## src/hw/hsi_consts.svh

```systemverilog
// Named constants of the host serial interface
`ifndef HSI_CONSTS_SVH
`define HSI_CONSTS_SVH
// Clock and time base
`define HSI_CLK_NS 10
`define HSI_CLK_MHZ 100
`define HSI_MS_US 1000
`define HSI_MS_PER_S 1000
`define HSI_INPUT_FILTER_ENABLE_BIT_NS 200
// Two-wire slave address, 8-bit form 0x10 write and 0x11 read
`define HSI_I2C_DEV_DEF 7'h08
// Clock-low limits in ms (100 kHz window 25..35, 400 kHz window 5..20)
`define HSI_TO100_MS 11'd25
`define HSI_TO400_MS 11'd5
`define HSI_MEXT_MS 11'd10
`define HSI_FROZEN_MS 11'd2000
`define HSI_MS_SAT 11'h7ff
// Four-wire frame lengths and flag patterns
`define HSI_SPI_LEN_PLAIN 5'd16
`define HSI_SPI_LEN_CRC 5'd24
`define HSI_SPI_CNT_SAT 5'h1f
`define HSI_SPI_ALL_ONES 16'hffff
`define HSI_SPI_BAD_CRC 8'haa
`define HSI_SPI_OSC_CRC 8'hff
`define HSI_SPI_STALE_CRC 8'h00
`define HSI_SPI_MIN_HOLD_S 18'd1
// Checksum generator x^8+x^2+x+1, start value zero
`define HSI_CRC_POLY 8'h07
`define HSI_CRC_INIT 8'h00
`endif

```

## src/hw/hsi_pkg.sv

```systemverilog
// Types shared by the host serial interface files
package hsi_pkg;
   typedef enum logic [2:0] {
      I_IDLE = 3'b000,
      I_DEV  = 3'b001,
      I_REG  = 3'b010,
      I_WDAT = 3'b011,
      I_WCRC = 3'b100,
      I_RDAT = 3'b101,
      I_RCRC = 3'b110
   } hsi_i2c_st_e;

   // Register access toward the internal logic
   typedef struct packed {
      logic wr;
      logic rd;
      logic [7:0] addr;
      logic [7:0] wdata;
   } hsi_acc_s;

   // One four-wire frame without its checksum
   typedef struct packed {
      logic rw;
      logic [6:0] addr;
      logic [7:0] data;
   } hsi_spi_word_s;
endpackage : hsi_pkg

```

## src/hw/hsi_crc8.sv

```systemverilog
// Bit-serial checksum over a data word, MSB first
`timescale 1ns/100ps
`default_nettype none
`include "hsi_consts.svh"
module hsi_crc8 import hsi_pkg::*; #(
   parameter int DW = 8
) (
   // Running value and data in
   input wire logic [7:0] crc_in,
   input wire logic [DW-1:0] data,
   // Updated value
   output logic [7:0] crc_out
);
   logic [7:0] stage [0:DW];

   generate
      if (DW < 1) begin : g_chk
         $error("hsi_crc8: DW must be at least 1");
      end
   endgenerate

   assign stage[0] = crc_in;

   // One shift stage per data bit, no final inversion
   generate
      for (genvar i = 0; i < DW; i++) begin : g_bit
         logic fb;
         assign fb = stage[i][7] ^ data[DW-1-i];
         assign stage[i+1] = {stage[i][6:0], 1'b0} ^ ({8{fb}} & `HSI_CRC_POLY);
      end
   endgenerate

   assign crc_out = stage[DW];
endmodule : hsi_crc8
`default_nettype wire

```

## src/hw/hsi_sync_input_filter_enable_bit.sv

```systemverilog
// Two-flop synchronisers with optional delay-line input filter
`timescale 1ns/100ps
`default_nettype none
module hsi_sync_input_filter_enable_bit import hsi_pkg::*; #(
   parameter int W = 6,
   parameter int DLY = 20,
   parameter logic [W-1:0] RST_VAL = '0
) (
   // Clock and reset
   input wire logic mclk,
   input wire logic arst_n,
   // Raw pins and per-bit filter select
   input wire logic [W-1:0] din,
   input wire logic [W-1:0] input_filter_enable_bit_en,
   // Clean levels
   output logic [W-1:0] dout
);
   typedef struct packed {
      logic [W-1:0] s1;
      logic [W-1:0] s2;
      logic [DLY-1:0][W-1:0] line;
      logic [W-1:0] out;
   } hsi_sf_state_s;

   localparam hsi_sf_state_s SF_RST = '{s1: RST_VAL, s2: RST_VAL,
      line: {DLY{RST_VAL}}, out: RST_VAL};

   hsi_sf_state_s q;
   hsi_sf_state_s d;

   generate
      if (W < 1 || DLY < 2) begin : g_chk
         $error("hsi_sync_input_filter_enable_bit: W >= 1 and DLY >= 2 required");
      end
   endgenerate

   // A pure delay keeps every edge, so fast serial clocks survive the filter
   always_comb begin
      d = q;
      d.s1 = din;
      d.s2 = q.s1;
      d.line = {q.line[DLY-2:0], q.s2};
      d.out = (input_filter_enable_bit_en & q.line[DLY-1]) | (~input_filter_enable_bit_en & q.s2);
   end

   // State register
   always_ff @(posedge mclk or negedge arst_n) begin
      if (!arst_n) begin
         q <= SF_RST;
      end else begin
         q <= d;
      end
   end

   assign dout = q.out;
endmodule : hsi_sync_input_filter_enable_bit
`default_nettype wire

```

## src/hw/hsi_top.sv

```systemverilog
// Host serial interface: two-wire slave and four-wire mode-0 slave
`timescale 1ns/100ps
`default_nettype none
`include "hsi_consts.svh"
// Notes on behaviour
// - Without programmed settings, start in two-wire mode at the fast rate.
// - Speed change applies on leaving config mode; two-wire switch is immediate.
// - Answer address 0x10 write, 0x11 read; address loadable by configuration.
// - Slow rate with timeouts: reset on long clock low or stretch.
// - Fast rate with timeouts: reset when clock low exceeds 5..20 ms.
// - Always reset two-wire logic if clock stays low over 2 s.
// - Register address increments after every data byte in block transfers.
// - First write checksum covers address, register, data; later ones data only.
// - Checksum is CRC-8, polynomial x^8+x^2+x+1, starting at zero.
// - Receiver NACKs a bad checksum; slave then returns to idle.
// - Read checksum starts at first start; restarts after each checksum byte, stop.
// - Four-wire slave uses clock polarity 0, phase 0.
// - Frames are 16 bits plain, 24 with checksum; wrong count flags error.
// - Checksum setting accepts only checksummed or only plain frames.
// - Bad four-wire checksum drops frame, next reply is 0xFFFF then 0xAA.
// - Oscillator not ready at frame start: reply 0xFFFF and 0xFF.
// - Chip-select falling edge wakes the oscillator; ready may take 50 us.
// - Oscillator stays on for idle time, at least 1 s in four-wire mode.
// - Chip select low with static clock for 2 s resets four-wire logic.
// - Four-wire setting from config mode applies only on reset or switch.
// - Input delay filter unless disabled; supply select applies on switch.
// - First byte is direction bit then 7-bit address; second byte data.
// - With checksum the third byte is CRC over the first two bytes.
// - Stale outgoing buffer replies 0xFFFF and checksum 0x00.
module hsi_top import hsi_pkg::*; #(
   parameter int MS_CYCLES = `HSI_MS_US * `HSI_CLK_MHZ,
   parameter int INPUT_FILTER_ENABLE_BIT_CYC = `HSI_INPUT_FILTER_ENABLE_BIT_NS / `HSI_CLK_NS
) (
   // Clock and reset
   input wire logic mclk,
   input wire logic arst_n,
   // Configuration
   input wire logic cfg_otp_valid,
   input wire logic cfg_use_spi,
   input wire logic cfg_i2c_fast,
   input wire logic cfg_i2c_crc,
   input wire logic cfg_spi_crc,
   input wire logic cfg_timeout_en,
   input wire logic [7:0] cfg_i2c_addr,
   input wire logic cfg_i2c_addr_wr,
   input wire logic [7:0] cfg_idle_time,
   input wire logic config_update_mode,
   input wire logic input_filter_enable_bit,
   input wire logic output_supply_select_bit,
   // Subcommands
   input wire logic switch_to_two_wire_cmd,
   input wire logic switch_to_four_wire_cmd,
   // Two-wire pins
   input wire logic scl_i,
   input wire logic sda_i,
   output logic sda_o,
   output logic sda_oe,
   // Four-wire pins
   input wire logic spi_cs_n,
   input wire logic spi_sclk,
   input wire logic spi_mosi,
   output logic spi_miso,
   output logic spi_miso_oe,
   // Oscillator
   input wire logic osc_ready,
   output logic osc_wake,
   // Two-wire register access
   output hsi_acc_s reg_acc,
   input wire logic [7:0] acc_rdata,
   // Four-wire buffers
   output logic spi_rx_valid,
   output hsi_spi_word_s spi_rx_word,
   input wire logic spi_tx_load,
   input wire logic [15:0] spi_tx_word,
   // Status
   output logic spi_mode,
   output logic i2c_fast,
   output logic miso_supply_sel,
   output logic spi_len_err,
   output logic spi_crc_err,
   output logic i2c_timeout
);
   localparam int TW = (MS_CYCLES > 2) ? $clog2(MS_CYCLES) : 1;

   typedef struct packed {
      logic init;
      logic spi_mode;
      logic fast;
      logic supply;
      logic cfgm_p;
      logic [6:0] dev;
      logic [TW-1:0] tick_cnt;
      logic tick;
      hsi_i2c_st_e ist;
      logic [3:0] ibit;
      logic [7:0] ish;
      logic [7:0] icrc;
      logic [7:0] iaddr;
      logic [7:0] ihold;
      logic iack;
      logic ifetch;
      logic ird_pend;
      logic sda_oe;
      logic scl_p;
      logic sda_p;
      logic [10:0] low_ms;
      logic [10:0] mext_ms;
      logic i2c_to;
      hsi_acc_s acc;
      logic cs_p;
      logic sclk_p;
      logic s_crc;
      logic sabort;
      logic [4:0] scnt;
      logic [23:0] srx;
      logic [23:0] stx;
      logic miso;
      logic miso_oe;
      logic [15:0] sout;
      logic sout_err;
      logic sfresh;
      logic [10:0] sstat_ms;
      logic rx_valid;
      hsi_spi_word_s rx_word;
      logic len_err;
      logic crc_err;
      logic [17:0] hold_ms;
      logic wake;
   } hsi_top_state_s;

   localparam hsi_top_state_s ST_RST = '{dev: `HSI_I2C_DEV_DEF, ist: I_IDLE,
      scl_p: 1'b1, sda_p: 1'b1, cs_p: 1'b1, default: '0};

   hsi_top_state_s q;
   hsi_top_state_s d;
   logic [5:0] pins;
   logic scl_s, sda_s, cs_s, sclk_s, mosi_s, osc_s;
   logic start, stop, rise, fall, isend, to_hit;
   logic cs_fall, cs_rise, srise, sfall;
   logic [7:0] i_crc_dat, i_crc_nxt, s_crc_nxt;
   logic [15:0] s_crc_dat;
   logic [17:0] hold_ld;

   generate
      if (MS_CYCLES < 2 || INPUT_FILTER_ENABLE_BIT_CYC < 2) begin : g_chk
         $error("hsi_top: MS_CYCLES and INPUT_FILTER_ENABLE_BIT_CYC must be at least 2");
      end
   endgenerate

   // Pins cross into mclk here; only the four-wire inputs see the filter
   hsi_sync_input_filter_enable_bit #(.W(6), .DLY(INPUT_FILTER_ENABLE_BIT_CYC), .RST_VAL(6'h07)) u_sync (
      .mclk(mclk),
      .arst_n(arst_n),
      .din({osc_ready, spi_mosi, spi_sclk, spi_cs_n, sda_i, scl_i}),
      .input_filter_enable_bit_en({1'b0, {3{input_filter_enable_bit}}, 2'b00}),
      .dout(pins)
   );
   assign {osc_s, mosi_s, sclk_s, cs_s, sda_s, scl_s} = pins;

   // One checksum engine per link; the two-wire one also absorbs read data
   assign i_crc_dat = q.ird_pend ? acc_rdata : q.ish;
   hsi_crc8 #(.DW(8)) u_icrc (
      .crc_in(q.icrc),
      .data(i_crc_dat),
      .crc_out(i_crc_nxt)
   );
   assign s_crc_dat = cs_fall ? q.sout : q.srx[23:8];
   hsi_crc8 #(.DW(16)) u_scrc (
      .crc_in(`HSI_CRC_INIT),
      .data(s_crc_dat),
      .crc_out(s_crc_nxt)
   );

   // Line events on the synchronised levels
   assign start = scl_s & q.sda_p & ~sda_s;
   assign stop = scl_s & ~q.sda_p & sda_s;
   assign rise = scl_s & ~q.scl_p;
   assign fall = ~scl_s & q.scl_p;
   assign isend = (q.ist == I_RDAT) || (q.ist == I_RCRC);
   assign cs_fall = q.cs_p & ~cs_s;
   assign cs_rise = ~q.cs_p & cs_s;
   assign srise = ~cs_s & sclk_s & ~q.sclk_p;
   assign sfall = ~cs_s & ~sclk_s & q.sclk_p;
   assign to_hit = (q.low_ms > `HSI_FROZEN_MS) |
      (cfg_timeout_en & q.fast & (q.low_ms > `HSI_TO400_MS)) |
      (cfg_timeout_en & ~q.fast & ((q.low_ms > `HSI_TO100_MS) |
      (q.mext_ms > `HSI_MEXT_MS)));
   assign hold_ld = (cfg_idle_time == 8'h00) ?
      (`HSI_SPI_MIN_HOLD_S * 18'(`HSI_MS_PER_S)) :
      (18'(cfg_idle_time) * 18'(`HSI_MS_PER_S));

   always_comb begin
      d = q;
      d.acc.wr = 1'b0;
      d.acc.rd = 1'b0;
      d.rx_valid = 1'b0;
      d.len_err = 1'b0;
      d.crc_err = 1'b0;
      d.i2c_to = 1'b0;
      d.scl_p = scl_s;
      d.sda_p = sda_s;
      d.cs_p = cs_s;
      d.sclk_p = sclk_s;
      d.cfgm_p = config_update_mode;
      // Millisecond time base for every long count
      d.tick = (q.tick_cnt == TW'(MS_CYCLES - 1));
      d.tick_cnt = d.tick ? '0 : q.tick_cnt + 1'b1;

      // Settings are caught in the first cycle after reset release
      if (!q.init) begin
         d.init = 1'b1;
         d.spi_mode = cfg_otp_valid & cfg_use_spi;
         d.fast = ~cfg_otp_valid | cfg_i2c_fast;
         d.supply = output_supply_select_bit;
      end
      if (q.cfgm_p && !config_update_mode) begin
         d.fast = cfg_i2c_fast;
      end
      if (switch_to_two_wire_cmd) begin
         d.spi_mode = 1'b0;
         d.supply = output_supply_select_bit;
      end else if (switch_to_four_wire_cmd) begin
         d.spi_mode = 1'b1;
         d.supply = output_supply_select_bit;
      end
      if (cfg_i2c_addr_wr) begin
         d.dev = cfg_i2c_addr[7:1];
      end

      // Clock-low and in-transfer low counters for the timeouts
      if (scl_s) begin
         d.low_ms = '0;
      end else if (q.tick && q.low_ms != `HSI_MS_SAT) begin
         d.low_ms = q.low_ms + 1'b1;
      end
      if (q.ist == I_IDLE) begin
         d.mext_ms = '0;
      end else if (q.tick && !scl_s && q.mext_ms != `HSI_MS_SAT) begin
         d.mext_ms = q.mext_ms + 1'b1;
      end

      // Two-wire slave
      if (q.spi_mode) begin
         d.ist = I_IDLE;
         d.ibit = '0;
         d.iack = 1'b0;
         d.ird_pend = 1'b0;
      end else if (start) begin
         if (q.ist == I_IDLE) begin
            d.icrc = `HSI_CRC_INIT;
         end
         d.ist = I_DEV;
         d.ibit = '0;
         d.iack = 1'b0;
         d.ifetch = 1'b0;
      end else if (stop) begin
         d.ist = I_IDLE;
         d.icrc = `HSI_CRC_INIT;
         d.ibit = '0;
         d.iack = 1'b0;
      end else begin
         // Read data arrives in the cycle the strobe stands
         if (q.ird_pend) begin
            d.ird_pend = 1'b0;
            d.ish = acc_rdata;
            d.icrc = i_crc_nxt;
            d.iaddr = q.iaddr + 1'b1;
         end
         if (rise) begin
            if (q.ibit < 4'd8) begin
               d.ibit = q.ibit + 1'b1;
               if (!isend) begin
                  d.ish = {q.ish[6:0], sda_s};
               end
            end else if (q.ibit == 4'd9 && isend && sda_s) begin
               d.ist = I_IDLE;
            end
         end
         if (fall && q.ibit == 4'd8) begin
            d.ibit = 4'd9;
            d.iack = 1'b0;
            unique case (q.ist)
               I_DEV: begin
                  if (q.ish[7:1] == q.dev) begin
                     d.iack = 1'b1;
                     d.icrc = i_crc_nxt;
                     d.ist = q.ish[0] ? I_RDAT : I_REG;
                     d.ifetch = q.ish[0];
                  end else begin
                     d.ist = I_IDLE;
                  end
               end
               I_REG: begin
                  d.iack = 1'b1;
                  d.iaddr = q.ish;
                  d.icrc = i_crc_nxt;
                  d.ist = I_WDAT;
               end
               I_WDAT: begin
                  d.iack = 1'b1;
                  if (cfg_i2c_crc) begin
                     d.ihold = q.ish;
                     d.icrc = i_crc_nxt;
                     d.ist = I_WCRC;
                  end else begin
                     d.acc = '{wr: 1'b1, rd: 1'b0, addr: q.iaddr, wdata: q.ish};
                     d.iaddr = q.iaddr + 1'b1;
                  end
               end
               I_WCRC: begin
                  if (q.ish == q.icrc) begin
                     d.iack = 1'b1;
                     d.acc = '{wr: 1'b1, rd: 1'b0, addr: q.iaddr, wdata: q.ihold};
                     d.iaddr = q.iaddr + 1'b1;
                     d.icrc = `HSI_CRC_INIT;
                     d.ist = I_WDAT;
                  end else begin
                     d.ist = I_IDLE;
                  end
               end
               I_RDAT, I_RCRC, I_IDLE: begin
                  d.iack = 1'b0;
               end
               default: begin
                  d.ist = I_IDLE;
               end
            endcase
         end else if (fall && q.ibit == 4'd9) begin
            d.ibit = '0;
            d.iack = 1'b0;
            if (q.ifetch) begin
               d.ifetch = 1'b0;
               d.acc = '{wr: 1'b0, rd: 1'b1, addr: q.iaddr, wdata: 8'h00};
               d.ird_pend = 1'b1;
            end else if (q.ist == I_RDAT && cfg_i2c_crc) begin
               d.ist = I_RCRC;
               d.ish = q.icrc;
            end else if (isend) begin
               // Next read byte; after its checksum the sum starts over
               if (q.ist == I_RCRC) begin
                  d.icrc = `HSI_CRC_INIT;
                  d.ist = I_RDAT;
               end
               d.acc = '{wr: 1'b0, rd: 1'b1, addr: q.iaddr, wdata: 8'h00};
               d.ird_pend = 1'b1;
            end
         end else if (fall && isend && q.ibit != 4'd0 && q.ibit < 4'd8) begin
            d.ish = {q.ish[6:0], 1'b0};
         end
         if (to_hit) begin
            d.ist = I_IDLE;
            d.ibit = '0;
            d.iack = 1'b0;
            d.ifetch = 1'b0;
            d.ird_pend = 1'b0;
            d.icrc = `HSI_CRC_INIT;
            // Only an interrupted transfer reports, so the pulse is one cycle
            d.i2c_to = (q.ist != I_IDLE);
         end
      end
      // Drive low for ACK or a zero bit; held until the falling edge
      d.sda_oe = (d.ibit == 4'd9 && d.iack) ||
         ((d.ist == I_RDAT || d.ist == I_RCRC) && d.ibit <= 4'd8 &&
         !d.ifetch && !d.ird_pend && !d.ish[7]);

      // Four-wire slave: outgoing buffer
      if (spi_tx_load) begin
         d.sout = spi_tx_word;
         d.sout_err = 1'b0;
         d.sfresh = 1'b1;
      end
      if (!q.spi_mode) begin
         d.scnt = '0;
         d.miso = 1'b0;
      end else if (cs_fall) begin
         d.scnt = '0;
         d.sabort = 1'b0;
         d.sstat_ms = '0;
         d.s_crc = cfg_spi_crc;
         d.sfresh = spi_tx_load;
         if (!osc_s) begin
            d.stx = {`HSI_SPI_ALL_ONES, `HSI_SPI_OSC_CRC};
         end else if (!q.sfresh) begin
            d.stx = {`HSI_SPI_ALL_ONES, `HSI_SPI_STALE_CRC};
         end else if (q.sout_err) begin
            d.stx = {q.sout, `HSI_SPI_BAD_CRC};
         end else begin
            d.stx = {q.sout, s_crc_nxt};
         end
         d.miso = d.stx[23];
      end else if (!cs_s) begin
         if (srise && !q.sabort) begin
            d.srx = {q.srx[22:0], mosi_s};
            if (q.scnt != `HSI_SPI_CNT_SAT) begin
               d.scnt = q.scnt + 1'b1;
            end
         end
         if (sfall) begin
            d.stx = {q.stx[22:0], 1'b0};
            d.miso = q.stx[22];
         end
         // Frozen bus: chip select low with no clock edge
         if (srise || sfall) begin
            d.sstat_ms = '0;
         end else if (q.tick && q.sstat_ms != `HSI_MS_SAT) begin
            d.sstat_ms = q.sstat_ms + 1'b1;
         end
         if (q.sstat_ms > `HSI_FROZEN_MS) begin
            d.sabort = 1'b1;
            d.scnt = '0;
            d.sstat_ms = '0;
         end
      end else if (cs_rise && !q.sabort) begin
         d.miso = 1'b0;
         if (q.scnt != (q.s_crc ? `HSI_SPI_LEN_CRC : `HSI_SPI_LEN_PLAIN)) begin
            d.len_err = 1'b1;
         end else if (q.s_crc && q.srx[7:0] != s_crc_nxt) begin
            d.crc_err = 1'b1;
            d.sout = `HSI_SPI_ALL_ONES;
            d.sout_err = 1'b1;
            d.sfresh = 1'b1;
         end else begin
            d.rx_valid = 1'b1;
            d.rx_word = q.s_crc ? q.srx[23:8] : q.srx[15:0];
         end
      end else begin
         d.miso = 1'b0;
      end
      d.miso_oe = d.spi_mode & ~cs_s;

      // Oscillator hold after a chip-select wake
      if (q.spi_mode && cs_fall) begin
         d.hold_ms = hold_ld;
      end else if (q.tick && q.hold_ms != '0) begin
         d.hold_ms = q.hold_ms - 1'b1;
      end
      d.wake = (q.spi_mode & ~cs_s) | (d.hold_ms != '0);
   end

   // State register
   always_ff @(posedge mclk or negedge arst_n) begin
      if (!arst_n) begin
         q <= ST_RST;
      end else begin
         q <= d;
      end
   end

   // Outputs straight from state
   assign sda_o = 1'b0; // Open drain: only the enable moves
   assign sda_oe = q.sda_oe;
   assign spi_miso = q.miso;
   assign spi_miso_oe = q.miso_oe;
   assign osc_wake = q.wake;
   assign reg_acc = q.acc;
   assign spi_rx_valid = q.rx_valid;
   assign spi_rx_word = q.rx_word;
   assign spi_mode = q.spi_mode;
   assign i2c_fast = q.fast;
   assign miso_supply_sel = q.supply;
   assign spi_len_err = q.len_err;
   assign spi_crc_err = q.crc_err;
   assign i2c_timeout = q.i2c_to;
endmodule : hsi_top
`default_nettype wire

```

## config.mk

```make
export PLATFORM = sky130hd
export DESIGN_NAME = hsi_top
export DESIGN_NICKNAME = d
export VERILOG_FILES = /design/src/hw/hsi_pkg.sv /design/src/hw/hsi_crc8.sv /design/src/hw/hsi_sync_input_filter_enable_bit.sv /design/src/hw/hsi_top.sv
export VERILOG_INCLUDE_DIRS = /design/src /design/src/hw
export SDC_FILE = /design/constraint.sdc
export NUM_CORES = 1
export LEC_CHECK = 0
export BUFFER_PORTS_ARGS = -buffer_cell sky130_fd_sc_hd__buf_2
export CAP_MARGIN = 20
export CORE_ASPECT_RATIO = 1.1
export CORE_MARGIN = 10
export CORE_UTILIZATION = 30
export CTS_CLUSTER_DIAMETER = 200
export DETAILED_ROUTE_END_ITERATION = 10
export GPL_TIMING_DRIVEN = 0
export HOLD_SLACK_MARGIN = 0.06
export SYNTH_ARGS = -nofsm -noshare
export SYNTH_HDL_FRONTEND = slang
export SYNTH_HIERARCHICAL = 1
export SYNTH_SLANG_ARGS = --single-unit
```

## constraint.sdc

```tcl
create_clock -name mclk -period 13.5 [get_ports mclk]
set_input_delay 2.7 -clock mclk [delete_from_list [all_inputs] [get_ports mclk]]
set_output_delay 2.7 -clock mclk [all_outputs]
set_load 0.05 [all_outputs]
```

# After elaboration in Yosys (flattened, before gate mapping)

Cells that the tools add are included.

Bits in registers: 379
Latch bits: 0
Bits in writable memories: 0
Memory bits (read-only): 0
Input bits: 61
Output and inout port bits: 46
Word-level logic and storage cells: 410
Memories kept: 0

Add/sub/neg operators: 8
Multiply operators: 1
Divide/modulo/power cells: 0
Magnitude comparators: 7
Equal/unequal tests: 32
Shift operators: 0
Muxes and demuxes: 142
Bitwise logic cells: 89
Reductions and logical operators: 59

Operator list:

| kind                    | count |
|---|---|
| $mux W18                | 11 |
| $mux W8                 | 23 |
| $xor A8 B3 Y8           | 22 |
| $mux W17                | 8 |
| $mux W19                | 6 |
| $mux W16                | 7 |
| $mux W24                | 4 |
| $mux W11                | 8 |
| $mux W54                | 1 |
| $mux W3                 | 16 |
| $mux W48                | 1 |
| $mux W7                 | 6 |
| $pmux W18 S2            | 1 |
| $reduce_bool A18 Y1     | 2 |
| $add A11 B1 Y11 const B | 3 |
| $ne A11 B11 Y1 const B  | 3 |
| $mux W32                | 1 |
| $pmux W8 S4             | 1 |
| $mux W29                | 1 |
| $mux W1                 | 25 |
| $mux W25                | 1 |
| $mux W12                | 2 |
| $pmux W8 S3             | 1 |
| $logic_and A1 B1 Y1     | 23 |
| other kinds (58)        | 161 |

# Longest topological paths before layout

Word-level depth: 39
Gate-level depth with buffers: 19
Mapped depth without buffers: 15

# Hierarchy

The synthesis kept the hierarchy.

Modules (own cells, without submodules):

| module                           | instances | cells each | area each (um^2) | seq. area each (um^2) |
|---|---|---|---|---|
| hsi_top                          | 1         | 1508       | 14635.3          | 6035.8 |
| hsi_sync_input_filter_enable_bit | 1         | 150        | 3674.8           | 3539.6 |
| hsi_crc8 at u_scrc               | 1         | 41         | 462.9            | 0.0 |
| hsi_crc8 at u_icrc               | 1         | 22         | 191.4            | 0.0 |

# Worst setup path before layout

Ideal clock, no wire load.

Path type: in2reg
Start point: input port cfg_idle_time[3]
End point: register q (netlist bit osc_wake)
Library setup time: 142 ps
Arrival time: 6606 ps
Required time: 13358 ps
Path slack: 6752 ps
Stages: 14
Buffers on the path: 0
Cells stage by stage: inv_1 > fa_1 > fa_1 > fa_1 > fa_1 > inv_1 > ha_1 > and3_1 > a221oi_1 > a21oi_1 > a21oi_1 > nor4_1 > or3_1 > nand4bb_1

RTL lines:

| element              | line           | source |
|---|---|---|
| from (decl)          | hsi_top.sv:46  | `input wire logic [7:0] cfg_idle_time,` |
| to (signal assigned) | hsi_top.sv:443 | `q <= ST_RST;` |
| to (signal assigned) | hsi_top.sv:445 | `q <= d;` |
| to (decl)            | hsi_top.sv:134 | `hsi_top_state_s q;` |

==> impl_metrics.py <==
metrics = {
    "status": {
        "status": "finished clean",
    },
    "synthesis": {
        "yosysTopAreaCellShare_pct": 40.4,
        "syn_area_per_cell_sq_um": 11.0,
        "synth_cell_types": 96,
        "yosys_register_bits": 379,
        "ys_warn_count": 6,
        "synth_top_flop_cell": "dfrtp_1",
        "yosys-top-cells-count": "dfrtp_1 (306), nand2_1 (131), nor2_1 (126), xnor2_1 (93), o21ai_0 (86)",
        "netlist_instances": 1721,
        "synth_area_leaders": "dfrtp_1 (40%), dfstp_2 (10%), mux2_2 (4.9%)",
        "async_reset_ff_share_pct": 100,
        "ys_seq_area_share_pct": 50.5,
        "synth_most_common_cell": "dfrtp_1",
        "synth_area_sq_um": 19000,
        "synth_area_leader_cell": "dfrtp_1",
        "synth-edff-count": 0,
    },
    "hold_path": {
        "hp-class": "flop to flop",
    },
    "timing": {
        "layout_min_cycle_time_ns": 6.82,
        "maxSlewHeadroom_pct": 40.5,
        "fin_ws_ns": 6.68,
        "finalHoldViolations": 0,
        "hold_slack_ns": 0.340,
        "tns_ns": 0,
        "fin_crit_sh_pct": 50.5,
        "finalSetupViolCount": 0,
        "tightest_slew_ns": 0.889,
        "skew_ns": 0.0219,
        "maxSlewViolCount": 0,
        "clock.fmax_mhz": 147,
        "rsz0062_at_grt": "false",
    },
    "clock_network": {
        "cts_resized": 0,
        "postCtsSetupBuffers": 0,
        "clock-sinks": 379,
        "ctsLongestPathBuffers": 3,
        "cts_htree_levels": 2,
        "ctsHoldBuffers": 0,
        "clock_latency_ns": 0.56,
        "cts_root_buf": "clkbuf_16",
        "cts.clk_slew.worst_paths_ns": 0.06,
        "cts_tree": "built",
        "numCtsBuffers": 44,
    },
    "floorplan": {
        "start_util_pct": 30.4,
        "io_pins": 107,
        "die_y_um": 284,
        "die_x_um": 260,
        "dieArea_sq_um": 73700,
        "coreArea_sq_um": 62500,
        "rows": 96,
    },
    "final_layout": {
        "drive_gt1_share_pct": 21.5,
        "antenna-diode-count": 0,
        "finalNetCount": 2022,
        "syn_to_final_growth_pct": 16.8,
        "stdcell_count": 2749,
    },
    "routing": {
        "drt_wl_total_um": 43600,
        "first_pass_iters": 6,
        "drt_iter0_drc": 715,
        "drt-vias-per-instance": 4.81,
        "vias": 13212,
        "ant_nets": 0,
        "wl_per_cell_um": 15.9,
        "drc_errors": 0,
    },
    "power": {
        "leakagePower_nw": 9.81,
        "ir_drop_v": 0.000109,
        "cellPowerDensity_nw_per_um2": 151,
        "report.power.total_mw": 3.34,
    },
    "global_route": {
        "grt_max_degree": 105,
        "track_usage_pct": 11.9,
        "antenna_found_initial": 2,
        "grt_pass1_wl_um": 72800,
        "overflow": 0,
        "grt_pass1_vias": 13747,
    },
    "placement": {
        "gp_congestion": 0.889,
        "place_inst": 2670,
        "hpwl_um": 32200,
        "port_buffers": 102,
        "place_ws_ns": 6.08,
    },
    "worst_setup_path": {
        "crit_type": "input port to flop",
        "arrival_ns": 7.22,
        "cp_max_fo": 7,
        "critPathRequiredTime_ns": 13.90,
        "startpoint_type": "input port",
        "end_kind": "flop",
    },
    "flow_run": {
        "drv_cap": 0,
    },
}
## worst paths after layout
path	from	to	slack (ns)	cells after the start
max	cfg_idle_time[3]	osc_wake	6.68	14
max reg2reg	u_sync/dout[2]	q[57]	7.87	17
min in group asynchronous	arst_n	q[201]	2.14	1
min reg2reg	u_sync/d[91]	u_sync/d[97]	0.34	0
min	u_sync/d[91]	u_sync/d[97]	0.34	0
max in group asynchronous	arst_n	u_sync/d[14]	9.95	3
## sequential cells by signal, indices dropped and copies added, names as in the netlist
signal,cells
i2c_fast,1
i2c_timeout,1
miso_supply_sel,1
osc_wake,1
q,196
reg_acc,18
sda_oe,1
spi_crc_err,1
spi_len_err,1
spi_miso,1
spi_miso_oe,1
spi_mode,1
spi_rx_valid,1
spi_rx_word,16
u_sync/d,126
u_sync/dout,6
u_sync/q,6
## per-layer routing
| layer | track usage, % | part of all wire (%) | vias to the layer above |
|---|---|---|---|
| met5 | 0 | 0.030 | - |
| met4 | 4.27 | 3.1 | 2 |
| met3 | 2.39 | 4.8 | 81 |
| met2 | 19.7 | 47 | 302 |
| met1 | 15.1 | 45 | 6512 |
| li1 | - | - | 6315 |
## critical path, cell delays in order
cell	delay (ns)
buf_2	0.13
inv_1	0.18
fa_1	0.48
fa_1	0.54
fa_1	0.44
fa_1	0.51
inv_1	0.04
ha_1	0.36
and3_1	0.21
a221oi_1	0.45
a21oi_1	0.18
xor2_1	0.21
a2111oi_0	0.59
nand4bb_1	0.18
## final cells by class
type	instances	area, sq um
clock inverters	14	238
plain buffers	114	608
well taps	833	1040
multi-input cells	1160	8530
fillers	6257	40300
clock buffers	65	1250
inverters	79	297
repair buffers	105	603
flip-flops and latches	379	9580
## metrics by stage
step,utilization (%),cell area (sq um)
floorplan,-,19000
global placement,32.9,20600
detailed placement,33.1,20700
CTS,35.5,22100
global route,35.5,22100
finish,35.5,22100
## where the power goes
group          internal [mW]  leakage [nW]  switching (mW)
registers               1.24          4.70          0.0759
clock network          0.757         0.721           0.463
logic                  0.353          4.39           0.454
total                   2.35          9.81           0.994
## layout by cell type, fill, tap and decap left out, drive strengths merged, types with 73 or more instances in the layout
master / n
dfrtp: 306
buf: 161
nand2: 131
nor2: 127
clkbuf: 123
xnor2: 96
o21ai: 89
mux2: 88
inv: 79
dfstp: 73
## kinds of logic after synthesis
kind of cell	Yosys count	synth area share [%]
compound gates	305	10.7
mux	131	7.61
simple gates	488	13.1
flops	379	50.5
other cells	2	0.0396
xor+xnor	145	7.25
buf+inv	193	4.77
fa+ha+maj	78	6.02
Note: power is estimated with default switching activity, not from simulation.
